--- config.mk ---
export PLATFORM = sky130hd
export DESIGN_NAME = dmc_core
export DESIGN_NICKNAME = d
export VERILOG_FILES = /design/src/dmc_pkg.sv /design/src/dmc_spi_rx.sv /design/src/dmc_core.sv
export SDC_FILE = /design/constraint.sdc
export NUM_CORES = 1
export LEC_CHECK = 0
export BUFFER_PORTS_ARGS = -buffer_cell sky130_fd_sc_hd__buf_2
export CORE_AREA = 2 2 104 106
export CTS_BUF_LIST = sky130_fd_sc_hd__clkbuf_8 sky130_fd_sc_hd__clkbuf_16
export DETAILED_ROUTE_END_ITERATION = 8
export DIE_AREA = 0 0 106 108
export PLACE_DENSITY = 0.9
export RECOVER_POWER = 50
export SLEW_MARGIN = 10
export SYNTH_ARGS = -nofsm -noshare
export SYNTH_HDL_FRONTEND = slang
export SYNTH_SLANG_ARGS = --single-unit
--- constraint.sdc ---
create_clock -name core_clk -period 2.2 [get_ports core_clk]
set_input_delay 0.11 -clock core_clk [delete_from_list [all_inputs] [get_ports core_clk]]
set_output_delay 0.11 -clock core_clk [all_outputs]
set_load 0.05 [all_outputs]
--- src/dmc_pkg.sv ---
// Package: constants and carrier types for the display memory clear / auto-increment block
package dmc_pkg;

    // ------------------------------------------------------------
    // Register addresses (write address; read address adds 0x80)
    // ------------------------------------------------------------
    localparam logic [6:0] DMC_ADDR_VM0 = 7'h00;
    localparam logic [6:0] DMC_ADDR_MODE = 7'h04;
    localparam logic [6:0] DMC_ADDR_AHI = 7'h05;
    localparam logic [6:0] DMC_ADDR_ALO = 7'h06;
    localparam logic [6:0] DMC_ADDR_DIN = 7'h07;
    localparam int DMC_READ_BIT = 7;

    // ------------------------------------------------------------
    // Field positions
    // ------------------------------------------------------------
    localparam int DMC_MODE_AUTOINC = 0;
    localparam int DMC_MODE_VSCLR = 1;
    localparam int DMC_MODE_CLEAR = 2;
    localparam int DMC_MODE_ATTR_LO = 3;
    localparam int DMC_MODE_WIDTH8 = 6;
    localparam int DMC_AHI_MSB = 0;
    localparam int DMC_AHI_BSEL = 1;
    localparam int DMC_VM0_SWRST = 1;

    // ------------------------------------------------------------
    // Reset values and codes
    // ------------------------------------------------------------
    localparam logic [7:0] DMC_MODE_RST = 8'h00;
    localparam logic [7:0] DMC_ESCAPE = 8'hFF;
    localparam int DMC_DEPTH = 512;

    // ------------------------------------------------------------
    // Timing
    // ------------------------------------------------------------
    localparam int DMC_CLK_MHZ = 125;
    localparam int DMC_CLEAR_US = 20;
    localparam int DMC_CLEAR_CYC = DMC_CLEAR_US * DMC_CLK_MHZ;

    // One memory write request
    typedef struct packed {
        logic we;
        logic [8:0] addr;
        logic [7:0] code;
        logic [7:0] attr;
        logic code_en;
        logic attr_en;
    } dmc_wr_t;

endpackage

--- src/dmc_spi_rx.sv ---
// Serial byte receiver: shifts host bytes in on sclk edges while cs is low
`timescale 1ns/1ps
module dmc_spi_rx (
    input wire logic core_clk,
    input wire logic resetn,
    input wire logic cs_n,
    input wire logic sclk,
    input wire logic sdin,
    output logic [7:0] byte_data,
    output logic byte_valid,
    output logic byte_first,
    output logic cs_rise
);
    logic sclk_d_r;
    logic cs_d_r;
    logic [2:0] bit_cnt_r;
    logic [6:0] shift_r;
    logic first_r;

    // Sclk and cs are already synchronous; edge detect only
    always_ff @(posedge core_clk or negedge resetn) begin
        if (!resetn) begin
            sclk_d_r <= 1'b0;
            cs_d_r <= 1'b1;
        end else begin
            sclk_d_r <= sclk;
            cs_d_r <= cs_n;
        end
    end

    always_ff @(posedge core_clk or negedge resetn) begin
        if (!resetn) begin
            bit_cnt_r <= 3'h0;
            shift_r <= 7'h00;
            first_r <= 1'b1;
            byte_valid <= 1'b0;
            byte_data <= 8'h00;
            byte_first <= 1'b0;
        end else begin
            byte_valid <= 1'b0;
            if (cs_n) begin
                bit_cnt_r <= 3'h0;
                first_r <= 1'b1;
            end else if (sclk && !sclk_d_r) begin
                bit_cnt_r <= bit_cnt_r + 3'h1;
                shift_r <= {shift_r[5:0], sdin};
                if (bit_cnt_r == 3'h7) begin
                    byte_data <= {shift_r, sdin};
                    byte_valid <= 1'b1;
                    byte_first <= first_r;
                    first_r <= 1'b0;
                end
            end
        end
    end

    always_ff @(posedge core_clk or negedge resetn) begin
        if (!resetn) begin
            cs_rise <= 1'b0;
        end else begin
            cs_rise <= cs_n && !cs_d_r;
        end
    end
endmodule

--- src/dmc_core.sv ---
// Display memory mode control: clear sequencing, auto-increment writes, register access
//
// Contract
// - Clear command fills display memory with zeros
// - Clear bit self-returns to zero after fill
// - Mode register read shows live clear bit
// - Clear runs by itself at power-up
// - Clear starts right after reset release
// - Software reset clears after chip-select rises
// - Vsync-clear bit matters only during clear
// - Vsync-clear defers fill to next vsync
// - Auto-increment advances address after each byte
// - Auto-increment starts at current address registers
// - Auto-increment bytes carry no address phase
// - Byte-select steers code or attribute byte
// - Escape byte all ones leaves auto-increment
// - 0xFF storable only outside auto-increment
// - Byte-select used only in 8-bit mode
// - 16-bit mode copies mode attribute bits
`timescale 1ns/1ps
module dmc_core #(
    parameter int CLEAR_CYC = dmc_pkg::DMC_CLEAR_CYC,
    parameter int DEPTH = dmc_pkg::DMC_DEPTH
) (
    input wire logic core_clk,
    input wire logic resetn,
    input wire logic cs_n,
    input wire logic sclk,
    input wire logic sdin,
    input wire logic vsync,
    output logic sdout,
    output logic sdout_oe,
    output logic clear_busy,
    output logic [7:0] mode_reg,
    output logic [8:0] dm_addr,
    output logic dm_we,
    output logic [7:0] dm_code,
    output logic [7:0] dm_attr,
    output logic dm_code_en,
    output logic dm_attr_en
);
    typedef enum logic [1:0] {
        DMC_IDLE = 2'b00,
        DMC_WAIT_VS = 2'b01,
        DMC_FILL = 2'b10
    } dmc_state_t;

    localparam int CW = $clog2(CLEAR_CYC + 1);

    dmc_state_t state_r;
    logic [CW-1:0] clr_cnt_r;
    logic [8:0] fill_addr_r;
    logic [7:0] mode_r;
    logic [7:0] ahi_r;
    logic [7:0] alo_r;
    logic [8:0] ai_addr_r;
    logic ai_active_r;
    logic swrst_pend_r;
    logic rd_pend_r;
    logic [7:0] reg_sel_r;
    logic [7:0] tx_r;
    logic sclk_d_r;
    logic vsync_d_r;
    dmc_pkg::dmc_wr_t wr_nxt;
    dmc_pkg::dmc_wr_t wr_r;

    logic [7:0] rx_byte;
    logic rx_valid;
    logic rx_first;
    logic cs_rise;
    logic clr_req;
    logic clr_done;
    logic vs_edge;
    logic reg_wr;
    logic data_byte;

    dmc_spi_rx u_rx (
        .core_clk(core_clk),
        .resetn(resetn),
        .cs_n(cs_n),
        .sclk(sclk),
        .sdin(sdin),
        .byte_data(rx_byte),
        .byte_valid(rx_valid),
        .byte_first(rx_first),
        .cs_rise(cs_rise)
    );

    // ------------------------------------------------------------
    // Host byte decode
    // ------------------------------------------------------------
    // Auto-increment frames send a bare data byte as the first byte of every frame
    assign data_byte = rx_valid && ai_active_r && rx_first;
    assign reg_wr = rx_valid && !rx_first && !reg_sel_r[dmc_pkg::DMC_READ_BIT] && !ai_active_r;

    always_ff @(posedge core_clk or negedge resetn) begin
        if (!resetn) begin
            reg_sel_r <= 8'h00;
        end else if (rx_valid && rx_first && !ai_active_r) begin
            reg_sel_r <= rx_byte;
        end
    end

    // ------------------------------------------------------------
    // Clear sequencer
    // ------------------------------------------------------------
    assign vs_edge = vsync && !vsync_d_r;
    assign clr_req = reg_wr && reg_sel_r[6:0] == dmc_pkg::DMC_ADDR_MODE && rx_byte[dmc_pkg::DMC_MODE_CLEAR];
    assign clr_done = state_r == DMC_FILL && clr_cnt_r == CW'(CLEAR_CYC - 1);

    always_ff @(posedge core_clk or negedge resetn) begin
        if (!resetn) begin
            vsync_d_r <= 1'b0;
        end else begin
            vsync_d_r <= vsync;
        end
    end

    always_ff @(posedge core_clk or negedge resetn) begin
        if (!resetn) begin
            swrst_pend_r <= 1'b0;
        end else if (cs_rise) begin
            swrst_pend_r <= 1'b0;
        end else if (reg_wr && reg_sel_r[6:0] == dmc_pkg::DMC_ADDR_VM0 && rx_byte[dmc_pkg::DMC_VM0_SWRST]) begin
            swrst_pend_r <= 1'b1;
        end
    end

    // Reset leaves the sequencer in FILL: power-up and reset-release clear
    always_ff @(posedge core_clk or negedge resetn) begin
        if (!resetn) begin
            state_r <= DMC_FILL;
            clr_cnt_r <= '0;
        end else begin
            case (state_r)
                DMC_IDLE: begin
                    clr_cnt_r <= '0;
                    if (cs_rise && swrst_pend_r) begin
                        state_r <= DMC_FILL;
                    end else if (clr_req && rx_byte[dmc_pkg::DMC_MODE_VSCLR]) begin
                        state_r <= DMC_WAIT_VS;
                    end else if (clr_req) begin
                        state_r <= DMC_FILL;
                    end
                end
                DMC_WAIT_VS: begin
                    if (vs_edge) begin
                        state_r <= DMC_FILL;
                    end
                end
                DMC_FILL: begin
                    clr_cnt_r <= clr_cnt_r + CW'(1);
                    if (clr_done) begin
                        state_r <= DMC_IDLE;
                    end
                end
                default: begin
                    state_r <= DMC_IDLE;
                end
            endcase
        end
    end

    // Fill walks every location; wraps until the timed span ends
    always_ff @(posedge core_clk or negedge resetn) begin
        if (!resetn) begin
            fill_addr_r <= 9'h000;
        end else if (state_r == DMC_FILL) begin
            fill_addr_r <= (fill_addr_r == 9'(DEPTH - 1)) ? 9'h000 : fill_addr_r + 9'h001;
        end else begin
            fill_addr_r <= 9'h000;
        end
    end

    // ------------------------------------------------------------
    // Mode, address registers
    // ------------------------------------------------------------
    always_ff @(posedge core_clk or negedge resetn) begin
        if (!resetn) begin
            mode_r <= dmc_pkg::DMC_MODE_RST;
        end else begin
            if (reg_wr && reg_sel_r[6:0] == dmc_pkg::DMC_ADDR_MODE) begin
                // Bit 2 held zero here; the live clear bit comes from the sequencer
                mode_r <= {rx_byte[7:3], 1'b0,
                           rx_byte[dmc_pkg::DMC_MODE_VSCLR] & rx_byte[dmc_pkg::DMC_MODE_CLEAR],
                           rx_byte[dmc_pkg::DMC_MODE_AUTOINC]};
            end
            if (rx_valid && ai_active_r && rx_first && rx_byte == dmc_pkg::DMC_ESCAPE) begin
                mode_r[dmc_pkg::DMC_MODE_AUTOINC] <= 1'b0;
            end
            if (clr_done) begin
                mode_r[dmc_pkg::DMC_MODE_VSCLR] <= 1'b0;
            end
        end
    end

    // Writes during a clear are the host's fault; accepted without guard
    always_ff @(posedge core_clk or negedge resetn) begin
        if (!resetn) begin
            ahi_r <= 8'h00;
            alo_r <= 8'h00;
        end else if (reg_wr && reg_sel_r[6:0] == dmc_pkg::DMC_ADDR_AHI) begin
            ahi_r <= rx_byte;
        end else if (reg_wr && reg_sel_r[6:0] == dmc_pkg::DMC_ADDR_ALO) begin
            alo_r <= rx_byte;
        end
    end

    // ------------------------------------------------------------
    // Auto-increment pointer
    // ------------------------------------------------------------
    always_ff @(posedge core_clk or negedge resetn) begin
        if (!resetn) begin
            ai_active_r <= 1'b0;
            ai_addr_r <= 9'h000;
        end else if (!mode_r[dmc_pkg::DMC_MODE_AUTOINC]) begin
            ai_active_r <= 1'b0;
        end else if (!ai_active_r && cs_n) begin
            ai_active_r <= 1'b1;
            ai_addr_r <= {ahi_r[dmc_pkg::DMC_AHI_MSB], alo_r};
        end else if (data_byte && rx_byte != dmc_pkg::DMC_ESCAPE) begin
            ai_addr_r <= ai_addr_r + 9'h001;
        end
    end

    // ------------------------------------------------------------
    // Memory write path
    // ------------------------------------------------------------
    always_comb begin
        wr_nxt = '0;
        if (state_r == DMC_FILL) begin
            wr_nxt.we = 1'b1;
            wr_nxt.addr = fill_addr_r;
            wr_nxt.code_en = 1'b1;
            wr_nxt.attr_en = 1'b1;
        end else if ((data_byte && rx_byte != dmc_pkg::DMC_ESCAPE) ||
                     (reg_wr && reg_sel_r[6:0] == dmc_pkg::DMC_ADDR_DIN)) begin
            wr_nxt.we = 1'b1;
            wr_nxt.addr = ai_active_r ? ai_addr_r : {ahi_r[dmc_pkg::DMC_AHI_MSB], alo_r};
            if (mode_r[dmc_pkg::DMC_MODE_WIDTH8]) begin
                wr_nxt.code_en = !ahi_r[dmc_pkg::DMC_AHI_BSEL];
                wr_nxt.attr_en = ahi_r[dmc_pkg::DMC_AHI_BSEL];
                wr_nxt.code = rx_byte;
                wr_nxt.attr = rx_byte;
            end else begin
                wr_nxt.code_en = 1'b1;
                wr_nxt.attr_en = 1'b1;
                wr_nxt.code = rx_byte;
                wr_nxt.attr = {mode_r[dmc_pkg::DMC_MODE_ATTR_LO +: 3], 5'h00};
            end
        end
    end

    always_ff @(posedge core_clk or negedge resetn) begin
        if (!resetn) begin
            wr_r <= '0;
        end else begin
            wr_r <= wr_nxt;
        end
    end

    assign dm_we = wr_r.we;
    assign dm_addr = wr_r.addr;
    assign dm_code = wr_r.code;
    assign dm_attr = wr_r.attr;
    assign dm_code_en = wr_r.code_en;
    assign dm_attr_en = wr_r.attr_en;

    // ------------------------------------------------------------
    // Status and read-back
    // ------------------------------------------------------------
    always_ff @(posedge core_clk or negedge resetn) begin
        if (!resetn) begin
            clear_busy <= 1'b1;
            mode_reg <= dmc_pkg::DMC_MODE_RST;
        end else begin
            clear_busy <= wr_nxt.we && state_r == DMC_FILL || state_r == DMC_WAIT_VS;
            mode_reg <= {mode_r[7:3], state_r != DMC_IDLE && !clr_done, mode_r[1:0]};
        end
    end

    // Read data shifts out MSB first on falling sclk
    always_ff @(posedge core_clk or negedge resetn) begin
        if (!resetn) begin
            sclk_d_r <= 1'b0;
            rd_pend_r <= 1'b0;
            tx_r <= 8'h00;
            sdout <= 1'b0;
            sdout_oe <= 1'b0;
        end else begin
            sclk_d_r <= sclk;
            // Load as the address byte lands: the first falling sclk may follow one cycle later
            if (rx_valid && rx_first && !ai_active_r && rx_byte[dmc_pkg::DMC_READ_BIT]) begin
                rd_pend_r <= 1'b1;
                case (rx_byte[6:0])
                    dmc_pkg::DMC_ADDR_MODE: tx_r <= mode_reg;
                    dmc_pkg::DMC_ADDR_AHI: tx_r <= ahi_r;
                    dmc_pkg::DMC_ADDR_ALO: tx_r <= alo_r;
                    default: tx_r <= 8'h00;
                endcase
            end else if (rd_pend_r && !sclk && sclk_d_r) begin
                sdout <= tx_r[7];
                sdout_oe <= 1'b1;
                tx_r <= {tx_r[6:0], 1'b0};
            end
            if (cs_n) begin
                rd_pend_r <= 1'b0;
                sdout_oe <= 1'b0;
            end
        end
    end
endmodule

### Word-level counts from Yosys, hierarchy flattened

Cells that the tools add are included.

| storage, ports and cells | value |
|---|---|
| bits in registers | 138 |
| input bits | 6 |
| output and inout bits | 39 |
| word-level logic and storage cells | 161 |

| operators by class | value |
|---|---|
| add/sub/neg operators | 4 |
| equality and inequality tests | 19 |
| muxes and demuxes | 40 |
| bitwise operators | 4 |
| reduce and logical (&&, ||, !) cells | 60 |

Operator list:

| cell | count |
|---|---|
| equality test 7 x 3 -> 1 bit, second input constant | 7 |
| two-way mux 9 bit | 5 |
| logical AND 1 bit | 28 |
| two-way mux 28 bit | 1 |
| one-hot mux 12 bit (2 select lines) | 1 |
| one-hot mux 8 bit (3 select lines) | 1 |
| nonzero test 2 bit | 11 |
| two-way mux 10 bit | 2 |
| adder 9 x 1 -> 9 bit, second input constant | 2 |
| two-way mux 1 bit | 17 |
| two-way mux 16 bit | 1 |
| two-way mux 8 bit | 2 |
| two-way mux 2 bit | 7 |
| adder 12 x 1 -> 12 bit, second input constant | 1 |
| equality test 12 bit, second input constant | 1 |
| AND reduction 2 bit | 6 |
| equality test 9 bit, second input constant | 1 |
| logical NOT 1 bit | 9 |
| equality test 8 bit, second input constant | 1 |
| inequality test 8 bit, second input constant | 1 |
| logical NOT 7 bit | 1 |
| two-way mux 3 bit | 2 |
| inequality test 2 bit, second input constant | 3 |
| one-hot mux 2 bit (3 select lines) | 1 |
| other kinds (11) | 15 |

### Logic depth before layout (Yosys ltp)

| depth | value |
|---|---|
| word-level depth | 10 |
| mapped depth | 8 |
| mapped depth without buffers | 7 |

### By module

A second synthesis with hierarchy kept.

| second synthesis, totals | value |
|---|---|
| cells, all modules | 522 |
| area, all modules | 6283.5 sq um |

Modules (own cells, without submodules):

| module | times used | cells an instance | area each (sq um) | seq. area each (sq um) |
|---|---|---|---|---|
| dmc_core | 1 | 464 | 5326.4 | 2880.3 |
| dmc_spi_rx | 1 | 58 | 957.2 | 603.1 |

### Least setup slack after synthesis

OpenSTA, ideal clock, no wires.

| timing | value |
|---|---|
| path type | reg-to-reg |
| from | register ai_active_r |
| to | register mode_r[3] |
| library setup time | 125 ps |
| arrival time | 1871 ps |
| data required time | 2075 ps |
| path slack | 204 ps |
| cell stages (with the launch flop) | 5 |
| path buffers | 1 |
| cells stage by stage | dfrtp_1 buf_6 or4b_4 nor4_4 mux2_2 |

| on the way | value |
|---|---|
| word-level cells in the longest chain between the ends | 3 |

RTL lines:

| element | line | source |
|---|---|---|
| start: declaration | dmc_core.sv:57 | `logic ai_active_r;` |
| start signal: assignment | dmc_core.sv:214 | `ai_active_r <= 1'b0;` |
| start signal: assignment | dmc_core.sv:217 | `ai_active_r <= 1'b0;` |
| start signal: assignment | dmc_core.sv:219 | `ai_active_r <= 1'b1;` |
| logical NOT 1 bit | dmc_core.sv:94 | `assign reg_wr = rx_valid && !rx_first && !reg_sel_r[dmc_pkg::DMC_READ_BIT] && !ai_active_r;` |
| logical AND 1 bit | dmc_core.sv:94 |  |
| logical AND 1 bit | dmc_core.sv:182 | `if (reg_wr && reg_sel_r[6:0] == dmc_pkg::DMC_ADDR_MODE) begin` |
| end signal: assignment | dmc_core.sv:180 | `mode_r <= dmc_pkg::DMC_MODE_RST;` |
| end signal: assignment | dmc_core.sv:184 | `mode_r <= {rx_byte[7:3], 1'b0,` |
| end: declaration | dmc_core.sv:53 | `logic [7:0] mode_r;` |

Every way passes these cells.
A chain may end at the register's enable or synchronous reset.

==> impl_metrics.toml <==
[yosys]
yosysSeqAreaShare = 0.570
synth_cell_types = 58
synthesis.yosys.warnings = 0
synth.net_count = 536
register_bit_count_reported_by_yosys = 138
synth-async-reset-ratio = 1.00
synth_top_area_cell = "dfrtp_1"
post_synth.cell_area_avg_um2 = 11.6
most_used_dff_post_synth = "dfrtp_1"
post-synth-top-area-fraction = 0.553
cell_area_synth_mm2 = 0.00607
synth_enable_flop_cells = 0
postSynthCellCount = 521
ys_top_cells_by_area = "dfrtp_1 55%, mux2_2 8.5%, mux2i_1 4.8%"

[cells_and_area]
area.growth.synth_to_final_pct = 17.1
finalCoreUtilization = 0.695
number_of_flip_flops_under_the_largest_register_name = 12
nFillCells = 699
largest-register = "clr_cnt_r"
share_of_post_route_cells_with_drive_strength_above_1 = 0.242
diodes = 0
stdcell_area_mm2 = 0.00711
final_nets = 594

[critical_path]
critical_path_class = "flip-flop to flip-flop"
critical_path_end_type = "flip-flop"
worst-r2r-setup-slack_ns = 0.12
critical_path_peak_fanout = 18
timing.rr.end = "dm_attr[4]$_DFF_PN0_"
crit_path_start_kind = "flip-flop"
worstRegToRegCells = 6
crit-reg2reg-launch = "ai_active_r$_DFFE_PN0P_"
arrival_ns = 2.49
worst-endpoint-required_ns = 2.61
crit_path_end = "dm_attr[4]$_DFF_PN0_"
timing.critical_path.from = "ai_active_r$_DFFE_PN0P_"

[clocking]
numClockSinks = 138
max-clock-path-buffers = 2
tritoncts = "yes"
numCtsBuffers = 17
worst_setup_hold_path_clk_slew_ns = 0.07
clk_root_buf = "clkbuf_8"
cts_htree_levels = 4
worstSkewPairLatency_ns = 0.53

[place]
io_buffers = 44
preCtsSetupSlack_ns = 0.169
globalplace.congestion = 0.893
postPlaceCellArea_mm2 = 0.00649
dp_hpwl_mm = 8.82

[floorplan]
dieHeight_um = 108
num_io_pins = 45
num_rows = 37
floorplan.die_area_mm2 = 0.0114
design.core.area_mm2 = 0.0102
die_width_um = 106
floorplan.initialDensity = 0.593

[pwr]
p_leak_uw = 0.00331
vdd_ir_drop_max_uv = 664
power_density_mw_per_mm2 = 788

[timing]
rsz_0062_raised_after_global_routing = "no"
final-setup-viol-count = 0
final.setup_skew_ns = 0.00987
slew_violations = 64
finalCriticalPeriod_ns = 2.08
worst_pin_slew_ns = 1.62
timing.hold.ws_ns = 0.241
period_share = 0.946
layout_setup_ws_ns = 0.120
totalNegativeSetupSlack_ns = 0
maxClockFrequency_ghz = 0.481
max_slew_margin = -0.0815
hold_viol_final = 0

[routing]
average_via_count_per_standard_cell = 6.09
detail_route.iter0.violations = 456
drc = 0
avgRoutedWirePerCell_um = 19.3
postRouteAntennaNets = 0
num_vias = 4433
first_pass_iters = 5
drt_wl_total_mm = 14.0

[global_route]
grt_overflow = 0
grt_start_max_net_pins = 64
antenna_violations_before_repair = 0
grt_pass1_wl_mm = 23.2
global_route.usage.total = 0.267
vias_in_the_first_global_route = 4489

[run_status]
violations = "max-capacitance violations, max-slew violations"
outcome = "complete, but fails checks"

[worst_hold_path]
holdCritPathClass = "input port to flip-flop"
min_from = "vsync"

[flow_run]
maxCapViolations = 1
[timing repair]
action                                  in CTS  in global routing
hold endpoints to repair                    74                  0
endpoints found under the setup margin       0                  1
hold buffers                                 5                  0
buffers inserted                             0                  0
resized for setup                            0                  1
[synth_stat cells, types with 4 or more instances]
cell type  count
o21ai_0       24
xor2_1         4
and3_1         7
buf_2          5
clkbuf_1      19
inv_1         12
a21oi_1       21
o31ai_1        9
nand2b_1       4
xnor2_1        8
dfrtp_1      134
o22ai_1       13
nand3_1       11
mux2i_1       29
dfstp_2        4
ha_1           9
nor4_1         4
nor2_1        35
nand2_1       47
nor4bb_1       4
nor3_1         4
mux2_2        46
nand4_1        6
and2_1        13
[through the flow]
step,std cells,total power [uW]
final,728,5600
after detailed placement,691,2850
after global routing,728,5770
after global placement,691,2840
after floorplan,521,2760
after CTS,728,5630
[where the power goes]
| part | internal (uW) | switching, uW |
|---|---|---|
| Sequential | 2600 | 45.8 |
| Combinational | 67.4 | 90.1 |
| Clock | 1680 | 1110 |
[logic make-up after synthesis]
family | synth area share
simple gates | 0.136
mux | 0.133
buf+inv | 0.0283
fa+ha+maj | 0.0186
flops | 0.570
xor+xnor | 0.0173
compound gates | 0.0965
[area by class of cell]
type,count,area [um^2],area share
flip-flops and latches,138,3460,0.487
clock inverters,13,141,0.0199
clock buffers,19,442,0.0622
well taps,136,170,0.0239
inverters,13,48.8,0.00687
multi-input cells,342,2440,0.344
repair buffers,67,402,0.0565
[per-layer routing]
layer	GRT usage	wire length (um)	vias to the layer above
met5	0	0	-
met4	0.117	337	0
met3	0.0639	792	37
met2	0.449	7310	175
met1	0.333	5590	2233
li1	-	-	1988
[placed cells by master (no fill, tap or decap), drive strengths merged, types with 6 or more instances in the layout]
cell type    n
inv         15
nand3       11
nor2        35
nand4        6
mux2i       29
o31ai        9
nand2       47
clkbuf      27
ha           9
buf         54
o22ai       13
a21oi       21
and3         7
xnor2        8
clkinv       6
and2        13
dfrtp      134
mux2        46
o21ai       24
[how the worst min path moves through the flow]
stage	endpoint	slack, ns	depth (start not counted)
2_1_floorplan	ahi_r[0]$_DFFE_PN0P_	-0.19	0
3_3_place_gp	fill_addr_r[3]$_DFF_PN0_	0.13	1
3_5_place_dp	dm_addr[3]$_DFF_PN0_	0.13	1
4_1_cts	alo_r[5]$_DFFE_PN0P_	0.15	2
5_1_grt	vsync_d_r$_DFF_PN0_	0.24	2
6_report	vsync_d_r$_DFF_PN0_	0.24	2
[critical path, cell delays in order (launching register included)]
cell and delay [ns]:
dfrtp_1 0.40, buf_4 0.23, nor4b_1 0.38, nand4_1 0.23, and2_1 0.25, buf_4 0.16, nor4bb_1 0.32
No activity file was read; power rests on OpenSTA's default activity.
